==> src/hw/psl_consts.vh <==
// Functional notes
// - Supply status bit 24 reads 1 while the on-chip oscillator is stable; it is read-only.
// - Supply status bit 19 reads 1 when the PLL rail is good, bit 16 when the core rail is.
// - Bit 9 reads 1 while the analog switcher limits current, bit 8 for the core switcher.
// - Bit 1 reads 1 while the analog switcher is in soft-start, bit 0 for the core switcher.
// - Core level holds a writable 7-bit code in bits 6:0, 10 mV per step, 0 is 0.60V, 70 is 1.30V.
// - After reset both level codes are loaded from the boot strap pins, not from constants.
// - PLL regulator level holds a writable 3-bit code in bits 2:0, 100 mV per step, 0.6V to 1.3V.
`ifndef PSL_CONSTS_VH
`define PSL_CONSTS_VH

// Register offsets (byte addresses)
`define PSL_OFS_SUPPLY_STATUS 8'h30
`define PSL_OFS_CORE_LEVEL    8'h34
`define PSL_OFS_PLL_LEVEL     8'h40
`define PSL_OFS_IRQ_STATUS    8'h44
`define PSL_OFS_IRQ_MASK      8'h48

// Supply status field positions
`define PSL_BIT_OSC_STABLE    24
`define PSL_BIT_PLL_GOOD      19
`define PSL_BIT_CORE_GOOD     16
`define PSL_BIT_ANA_LIMIT     9
`define PSL_BIT_CORE_LIMIT    8
`define PSL_BIT_ANA_SOFT      1
`define PSL_BIT_CORE_SOFT     0

// Compact index of each status flag
`define PSL_IDX_CORE_SOFT     0
`define PSL_IDX_ANA_SOFT      1
`define PSL_IDX_CORE_LIMIT    2
`define PSL_IDX_ANA_LIMIT     3
`define PSL_IDX_CORE_GOOD     4
`define PSL_IDX_PLL_GOOD      5
`define PSL_IDX_OSC_STABLE    6
`define PSL_NUM_FLAGS         7

// Level fields
`define PSL_CORE_CODE_W       7
`define PSL_CORE_CODE_MAX     7'h46
`define PSL_PLL_CODE_W        3

// Strap and synchroniser
`define PSL_MODE_W            2
`define PSL_SYNC_STAGES       2
`define PSL_STRAP_WAIT        2'h2

// Strap tables, one code per mode, mode 0 in the low bits
`define PSL_CORE_STRAP_TABLE  28'h2841E28
`define PSL_PLL_STRAP_TABLE   12'h654

`endif

==> src/hw/psl_sync.v <==
`timescale 1ns/1ps
`default_nettype none

module psl_sync #(
  parameter WIDTH = 1
) (
  input  wire             clk_sys,
  input  wire             rst_n,
  input  wire [WIDTH-1:0] asyncIn,
  output wire [WIDTH-1:0] syncOut
);

  // Two flip-flops per bit, first stage read only by the second
  genvar i;
  generate
    for (i = 0; i < WIDTH; i = i + 1)
    begin : gSync
      reg stage1_reg;
      reg stage2_reg;
      always @(posedge clk_sys or negedge rst_n)
      begin
        if (!rst_n)
        begin
          stage1_reg <= 1'b0;
          stage2_reg <= 1'b0;
        end
        else
        begin
          stage1_reg <= asyncIn[i];
          stage2_reg <= stage1_reg;
        end
      end
      assign syncOut[i] = stage2_reg;
    end
  endgenerate

endmodule // psl_sync

`default_nettype wire

==> src/hw/psl_power_regs.v <==
// The strobed register port was chosen for this implementation.
`timescale 1ns/1ps
`default_nettype none
`include "psl_consts.vh"

module psl_power_regs #(
  parameter [27:0] CORE_STRAP_TABLE = `PSL_CORE_STRAP_TABLE,
  parameter [11:0] PLL_STRAP_TABLE  = `PSL_PLL_STRAP_TABLE
) (
  input  wire        clk_sys,
  input  wire        rst_n,
  input  wire [7:0]  regAddr,
  input  wire [31:0] regWrData,
  input  wire        regWrEn,
  input  wire        regRdEn,
  output wire [31:0] regRdData,
  output wire        irqOut,
  input  wire [1:0]  modePins,
  input  wire        oscStable,
  input  wire        pllRailGood,
  input  wire        coreRailGood,
  input  wire        anaSwitchLimit,
  input  wire        coreSwitchLimit,
  input  wire        anaSwitchSoftStart,
  input  wire        coreSwitchSoftStart,
  output wire [6:0]  coreLevelCode,
  output wire [2:0]  pllLevelCode,
  output wire        strapLoaded
);

  // Start-up states
  localparam [2:0] ST_WAIT = 3'h1;
  localparam [2:0] ST_LOAD = 3'h2;
  localparam [2:0] ST_RUN  = 3'h4;

  // Flag count and synchroniser width
  localparam NF = `PSL_NUM_FLAGS;
  localparam SW = `PSL_MODE_W + NF;

  // Spread compact flags onto the status word layout
  function [31:0] spreadFlags;
    input [NF-1:0] f;
    begin
      spreadFlags = 32'h0;
      spreadFlags[`PSL_BIT_OSC_STABLE] = f[`PSL_IDX_OSC_STABLE];
      spreadFlags[`PSL_BIT_PLL_GOOD]   = f[`PSL_IDX_PLL_GOOD];
      spreadFlags[`PSL_BIT_CORE_GOOD]  = f[`PSL_IDX_CORE_GOOD];
      spreadFlags[`PSL_BIT_ANA_LIMIT]  = f[`PSL_IDX_ANA_LIMIT];
      spreadFlags[`PSL_BIT_CORE_LIMIT] = f[`PSL_IDX_CORE_LIMIT];
      spreadFlags[`PSL_BIT_ANA_SOFT]   = f[`PSL_IDX_ANA_SOFT];
      spreadFlags[`PSL_BIT_CORE_SOFT]  = f[`PSL_IDX_CORE_SOFT];
    end
  endfunction

  // Gather status word bits into compact flags
  function [NF-1:0] gatherFlags;
    input [31:0] w;
    begin
      gatherFlags = {NF{1'b0}};
      gatherFlags[`PSL_IDX_OSC_STABLE] = w[`PSL_BIT_OSC_STABLE];
      gatherFlags[`PSL_IDX_PLL_GOOD]   = w[`PSL_BIT_PLL_GOOD];
      gatherFlags[`PSL_IDX_CORE_GOOD]  = w[`PSL_BIT_CORE_GOOD];
      gatherFlags[`PSL_IDX_ANA_LIMIT]  = w[`PSL_BIT_ANA_LIMIT];
      gatherFlags[`PSL_IDX_CORE_LIMIT] = w[`PSL_BIT_CORE_LIMIT];
      gatherFlags[`PSL_IDX_ANA_SOFT]   = w[`PSL_BIT_ANA_SOFT];
      gatherFlags[`PSL_IDX_CORE_SOFT]  = w[`PSL_BIT_CORE_SOFT];
    end
  endfunction

  // Synchronised pins and flags
  wire [SW-1:0] rawPins;
  wire [SW-1:0] syncPins;
  wire [NF-1:0] flagsNow;
  wire [1:0]    modeSync;

  // Start-up sequencer
  reg  [2:0]    state_reg;
  reg  [2:0]    state_next;
  reg  [1:0]    waitCnt_reg;
  reg  [1:0]    waitCnt_next;

  // Level registers
  reg  [6:0]    coreLevel_reg;
  reg  [6:0]    coreLevel_next;
  reg  [2:0]    pllLevel_reg;
  reg  [2:0]    pllLevel_next;

  // Interrupt state
  reg  [NF-1:0] flagsPrev_reg;
  reg  [NF-1:0] irqStat_reg;
  reg  [NF-1:0] irqStat_next;
  reg  [NF-1:0] irqMask_reg;
  reg  [NF-1:0] irqMask_next;

  // Read path and output flops
  reg  [31:0]   rdData_reg;
  reg  [31:0]   rdData_next;
  reg           irq_reg;
  reg           strapDone_reg;

  // Combinational helpers
  reg  [6:0]    strapCore;
  reg  [6:0]    strapCoreSafe;
  reg  [2:0]    strapPll;
  reg  [6:0]    coreWrCode;

  // Decoded strobes and events
  wire          wrCore;
  wire          wrPll;
  wire          wrMask;
  wire          rdIrqStat;
  wire [NF-1:0] events;

  // Pins from the analog side and the straps
  assign rawPins = {modePins,
                    oscStable, pllRailGood, coreRailGood,
                    anaSwitchLimit, coreSwitchLimit,
                    anaSwitchSoftStart, coreSwitchSoftStart};

  // Every pin passes two flip-flops first
  psl_sync #(
    .WIDTH (SW)
  ) uSync (
    .clk_sys (clk_sys),
    .rst_n   (rst_n),
    .asyncIn (rawPins),
    .syncOut (syncPins)
  );

  // Split synchronised flags from mode pins
  assign flagsNow = syncPins[NF-1:0];
  assign modeSync = syncPins[SW-1:NF];

  // Strap decode from the mode pins
  always @*
  begin
    strapCore = 7'h00;
    strapPll  = 3'h0;
    case (modeSync)
      2'h0:
      begin
        strapCore = CORE_STRAP_TABLE[6:0];
        strapPll  = PLL_STRAP_TABLE[2:0];
      end
      2'h1:
      begin
        strapCore = CORE_STRAP_TABLE[13:7];
        strapPll  = PLL_STRAP_TABLE[5:3];
      end
      2'h2:
      begin
        strapCore = CORE_STRAP_TABLE[20:14];
        strapPll  = PLL_STRAP_TABLE[8:6];
      end
      default:
      begin
        strapCore = CORE_STRAP_TABLE[27:21];
        strapPll  = PLL_STRAP_TABLE[11:9];
      end
    endcase
  end

  // Decoded register accesses
  assign wrCore    = regWrEn && (regAddr == `PSL_OFS_CORE_LEVEL) && state_reg[2];
  assign wrPll     = regWrEn && (regAddr == `PSL_OFS_PLL_LEVEL) && state_reg[2];
  assign wrMask    = regWrEn && (regAddr == `PSL_OFS_IRQ_MASK);
  assign rdIrqStat = regRdEn && (regAddr == `PSL_OFS_IRQ_STATUS);

  // Core code above the top step is held at 1.30V
  always @*
  begin
    coreWrCode = regWrData[6:0];
    if (regWrData[6:0] > `PSL_CORE_CODE_MAX)
    begin
      coreWrCode = `PSL_CORE_CODE_MAX;
    end
  end

  // Strap code above the top step is held at 1.30V too
  always @*
  begin
    strapCoreSafe = strapCore;
    if (strapCore > `PSL_CORE_CODE_MAX)
    begin
      strapCoreSafe = `PSL_CORE_CODE_MAX;
    end
  end

  // Start-up sequencing: wait for synced straps, load, run
  always @*
  begin
    state_next   = state_reg;
    waitCnt_next = waitCnt_reg;
    case (state_reg)
      ST_WAIT:
      begin
        if (waitCnt_reg == `PSL_STRAP_WAIT)
        begin
          state_next = ST_LOAD;
        end
        else
        begin
          waitCnt_next = waitCnt_reg + 2'h1;
        end
      end
      ST_LOAD:
      begin
        state_next = ST_RUN;
      end
      ST_RUN:
      begin
        state_next = ST_RUN;
      end
      default:
      begin
        state_next   = ST_WAIT;
        waitCnt_next = 2'h0;
      end
    endcase
  end

  // Level registers: strap load then software writes
  always @*
  begin
    coreLevel_next = coreLevel_reg;
    pllLevel_next  = pllLevel_reg;
    if (state_reg == ST_LOAD)
    begin
      coreLevel_next = strapCoreSafe;
      pllLevel_next  = strapPll;
    end
    else
    begin
      if (wrCore)
      begin
        coreLevel_next = coreWrCode;
      end
      if (wrPll)
      begin
        pllLevel_next = regWrData[2:0];
      end
    end
  end

  // Any change of a status flag is an event
  assign events = flagsNow ^ flagsPrev_reg;

  // Sticky events, cleared by reading; a new event wins
  always @*
  begin
    irqStat_next = irqStat_reg;
    if (rdIrqStat)
    begin
      irqStat_next = {NF{1'b0}};
    end
    irqStat_next = irqStat_next | events;
  end

  // Mask uses the status word layout
  always @*
  begin
    irqMask_next = irqMask_reg;
    if (wrMask)
    begin
      irqMask_next = gatherFlags(regWrData);
    end
  end

  // Read mux; reserved and unmapped bits read as zero
  always @*
  begin
    rdData_next = 32'h0;
    if (regRdEn)
    begin
      case (regAddr)
        `PSL_OFS_SUPPLY_STATUS:
        begin
          rdData_next = spreadFlags(flagsNow);
        end
        `PSL_OFS_CORE_LEVEL:
        begin
          rdData_next = {25'h0, coreLevel_reg};
        end
        `PSL_OFS_PLL_LEVEL:
        begin
          rdData_next = {29'h0, pllLevel_reg};
        end
        `PSL_OFS_IRQ_STATUS:
        begin
          rdData_next = spreadFlags(irqStat_reg);
        end
        `PSL_OFS_IRQ_MASK:
        begin
          rdData_next = spreadFlags(irqMask_reg);
        end
        default:
        begin
          rdData_next = 32'h0;
        end
      endcase
    end
  end

  // State registers
  always @(posedge clk_sys or negedge rst_n)
  begin
    if (!rst_n)
    begin
      state_reg     <= ST_WAIT;
      waitCnt_reg   <= 2'h0;
      coreLevel_reg <= 7'h00;
      pllLevel_reg  <= 3'h0;
      flagsPrev_reg <= {NF{1'b0}};
      irqStat_reg   <= {NF{1'b0}};
      irqMask_reg   <= {NF{1'b0}};
      rdData_reg    <= 32'h0;
      irq_reg       <= 1'b0;
      strapDone_reg <= 1'b0;
    end
    else
    begin
      state_reg     <= state_next;
      waitCnt_reg   <= waitCnt_next;
      coreLevel_reg <= coreLevel_next;
      pllLevel_reg  <= pllLevel_next;
      flagsPrev_reg <= flagsNow;
      irqStat_reg   <= irqStat_next;
      irqMask_reg   <= irqMask_next;
      rdData_reg    <= rdData_next;
      irq_reg       <= |(irqStat_reg & irqMask_reg);
      strapDone_reg <= (state_reg == ST_LOAD) || strapDone_reg;
    end
  end

  // Outputs straight from flip-flops
  assign regRdData     = rdData_reg;
  assign irqOut        = irq_reg;
  assign coreLevelCode = coreLevel_reg;
  assign pllLevelCode  = pllLevel_reg;
  assign strapLoaded   = strapDone_reg;

endmodule // psl_power_regs

`default_nettype wire

==> config.mk <==
export PLATFORM = sky130hd
export DESIGN_NAME = psl_power_regs
export DESIGN_NICKNAME = d
export VERILOG_FILES = /design/src/hw/psl_sync.v /design/src/hw/psl_power_regs.v
export VERILOG_INCLUDE_DIRS = /design/src /design/src/hw
export SDC_FILE = /design/constraint.sdc
export NUM_CORES = 1
export LEC_CHECK = 0
export BUFFER_PORTS_ARGS = -buffer_cell sky130_fd_sc_hd__buf_2
export CORE_ASPECT_RATIO = 0.75
export CORE_MARGIN = 3
export CORE_UTILIZATION = 40
export CTS_BUF_LIST = sky130_fd_sc_hd__clkbuf_4 sky130_fd_sc_hd__clkbuf_8
export CTS_CLUSTER_SIZE = 12
export DETAILED_ROUTE_END_ITERATION = 12
export PLACE_DENSITY = 0.68
export SYNTH_ARGS = -nofsm -noshare
export SYNTH_HDL_FRONTEND = slang
export SYNTH_SLANG_ARGS = --single-unit
==> constraint.sdc <==
create_clock -name clk_sys -period 2.2 [get_ports clk_sys]
set_input_delay 0.44 -clock clk_sys [delete_from_list [all_inputs] [get_ports clk_sys]]
set_output_delay 0.44 -clock clk_sys [all_outputs]
set_load 0.02 [all_outputs]
==> flow_summary_export.csv <==
group,metric,value,unit
place,dpl_worst_slack,78.22,ps
power_and_ir_drop,power.share.clock,0.447,
sta,finalSetupViolCount,0,
setup_path,critPathKind,"in2reg",
logic_synthesis,yosysSeqAreaShare,0.6079,
place,dp.cells,363,
global_route,grt_first_pass_wirelength,9.294,mm
clock_network,clockBufferDepth,2,
logic_synthesis,syn_avg_cell_area,12.40,um2
clock_network,cts_sinks,68,
sta,rsz0062_at_grt,"false",
layout,final_core_util,0.5179,
logic_synthesis,synth_area,2801,um2
outcome,status,"finished, final reports clean",
floorplan,rows,25,
place,io_buffer_count,56,
power_and_ir_drop,p_total,2.791,mW
sta,period_share,0.8129,
setup_path,worst-path-buf-inv,2,
setup_path,worstPathCellList,"buf_2 -> or4b_1 -> and4bb_1 -> buf_4 -> nand2_1 -> a21oi_1",
power_and_ir_drop,peakVddDrop,424.7,uV
layout,fill_cells,589,
clock_network,postCtsSetupBuffers,0,
flow_run,drv_cap,0,
setup_path,worst_path_dominant_cell_family,"simple AND/OR/NAND/NOR gates",
power_and_ir_drop,leakage,1.647,nW
logic_synthesis,ys.flop_type,"dfrtp_1",
logic_synthesis,synth_seq_cells,68,
setup_path,cp_max_fo,6,
sta,tightestPinTransition,559.2,ps
power_and_ir_drop,p_seq_frac,0.477,
clock_network,cts.clk_slew.worst_paths,70,ps
power_and_ir_drop,combinationalPowerShare,0.076,
layout,final_nets,347,
logic_synthesis,synth_cell_types,45,
sta,finalWorstSetupSlack,411.6,ps
layout,area_delta_synth_final,20.86,%
setup_path,crit_path_max_incr_delay,610,ps
detailed_routing,via_per_inst,5.040,
detailed_routing,ant_nets,0,
floorplan,pin_count,97,
floorplan,die-area,8054,um2
logic_synthesis,synth_edf_count,0,
global_route,antenna_found_initial,0,
sta,period_needed,1788,ps
detailed_routing,drc,0,
layout,instances_no_fill,379,
power_and_ir_drop,p_sw,0.6320,mW
global_route,grt_pass1_vias,1891,
power_and_ir_drop,p_int,2.159,mW
sta,slew_headroom,0.6272,
sta,hold_viol_final,0,
detailed_routing,drt-pass1-iter-count,4,
place,gp_congestion,0.7642,
detailed_routing,detail_route.wl_per_cell,14.80,um
setup_path,cp.required,2420,ps
floorplan,chipWidth,102.6,um
logic_synthesis,yosysTopAreaCellShare,0.5985,
clock_network,clkLatencyLatePin,330,ps
floorplan,coreArea,6538,um2
clock_network,h-tree-depth,3,
power_and_ir_drop,powerDensity,824.4,nW/um2
floorplan,start_util,0.4285,
sta,skew,6.766,ps
detailed_routing,vias,1910,
layout,layout-drive-gt1-share,0.3020,
detailed_routing,routed_wl,5.609,mm
power_and_ir_drop,switching_share,0.2264,
clock_network,cts_buffers,9,
hold_path,min_path_type,"in2async",
layout,antenna_cells,0,
clock_network,root_buffer,"clkbuf_8",
clock_network,cts-hold-fix-buffers,0,
sta,slew_viol_final,0,
setup_path,setup.worst_path.end_class,"flop",
clock_network,cts_tree,"yes",
layout,final_area,3386,um2
layout,largest_register_ffs,12,
detailed_routing,drt_iter0_drc,139,
global_route,grt_max_degree,45,
logic_synthesis,yosysWarnings,0,
global_route,grt_usage,0.1500,
global_route,grt_overflow_total,0,
logic_synthesis,async_flop_share,1.000,
place,placed_area,3137,um2
sta,tns,0,ps
logic_synthesis,synth_top_area_cell,"dfrtp_1",
place,hpwlAfterDp,4.134,mm
sta,whs,94.74,ps
logic_synthesis,netlist_instances,226,
setup_path,slowest_stage,"or4b_1",
floorplan,die_h,78.48,um
clock_network,cts_resized,0,
setup_path,cp.arrival,2010,ps
logic_synthesis,synth.area.top_cells,"dfrtp_1 (60%), buf_4 (5.6%), mux2_4 (3.8%), a21oi_1 (2.3%), xor2_1 (2.2%)",
sta,max_freq,559.2,MHz
setup_path,start_kind,"primary input",
power by group through the flow:
stage	combinational, mW	sequential [mW]	clock, mW
CTS	0.214	1.33	1.27
detailed placement	0.214	1.36	0
global route	0.237	1.34	1.32
floorplan	0.115	1.37	0
global placement	0.210	1.36	0
finish	0.212	1.33	1.25
synth_stat cells, types with 2 or more instances:
master	instances
a22o_1	4
nand2_1	14
buf_4	21
mux2i_1	2
inv_1	2
a222oi_1	5
nor3_1	2
o21ai_1	2
a21o_1	7
a21oi_1	13
mux2_4	7
o221ai_1	2
buf_2	2
o21ai_0	4
a22oi_1	5
xor2_1	7
clkbuf_1	2
o32ai_1	2
or4b_1	2
and3_1	5
dfrtp_1	67
nor2_1	16
nand3b_1	5
nand2b_1	5
nor3b_1	3
per-layer routing:
layer	share of wire	track usage
met1	0.48	0.2202
met2	0.44	0.2068
met3	0.070	0.04707
met4	0.0087	0.05374
met5	0	0
layout by cell type (no fill, tap or decap), types with 2 or more instances in the layout:
master and n:
xor2_1 7, nor3b_1 3, a21oi_1 13, and3_1 5
a22oi_1 5, nor3_1 2, nand2_1 14, mux2i_1 2
bufinv_16 3, o32ai_1 2, a222oi_1 5, buf_2 56
buf_4 5, nand3b_1 5, a22o_1 4, or4b_1 2
clkbuf_8 10, o21ai_0 4, conb_1 20, a21o_1 7
o21ai_1 2, o221ai_1 2, nand2b_1 5, inv_1 2
nor2_1 16, dfrtp_1 67, mux2_4 7
layout make-up:
class / count / area [um2] / share of cell area
Clock buffer: 10 / 137.6 / 0.04065
Timing Repair Buffer: 62 / 337.8 / 0.09978
Sequential cell: 68 / 1703 / 0.5030
Inverter: 2 / 7.507 / 0.002217
Tap cell: 81 / 101.3 / 0.02993
Multi-Input combinational cell: 150 / 987.2 / 0.2916
Clock inverter: 6 / 111.4 / 0.03289
worst reg2reg max path, stage by stage, from the launching register on:
cell     delay (ps)
dfrtp_1         440
or3b_2          670
nor3_1          280
a21oi_1          70
o21ai_0         140
final timing paths:
kind,from,to,slack [ps],depth (start not counted)
setup / recovery,regAddr[7],regRdData[0]$_DFF_PN0_,410,6
hold / removal,rst_n,state_reg[1]$_DFFE_PN0P_,90,1
setup reg to reg,state_reg[2]$_DFFE_PN0P_,pllLevelCode[2]$_DFFE_PN0P_,520,4
hold reg to reg,uSync.gSync[6].stage1_reg$_DFF_PN0_,uSync.gSync[6].stage2_reg$_DFF_PN0_,350,0
max in group asynchronous,rst_n,uSync.gSync[2].stage1_reg$_DFF_PN0_,1480,2
min in group clk_sys,coreRailGood,uSync.gSync[4].stage1_reg$_DFF_PN0_,210,1
cells by family (layout without fill, tap and decap cells):
family	Yosys count	count (layout)	share of synthesized area
AND/OR/NAND/NOR	62	62	0.1260
AO/OA/AOI/OAI	50	50	0.1255
other	1	20	0.001339
buffers and inverters	27	80	0.06521
adder cells (fa/ha/maj)	1	1	0.004466
multiplexers	9	9	0.04466
XOR/XNOR	8	8	0.02501
flip-flops	68	68	0.6079
Note: power is estimated with default switching activity, not from simulation.
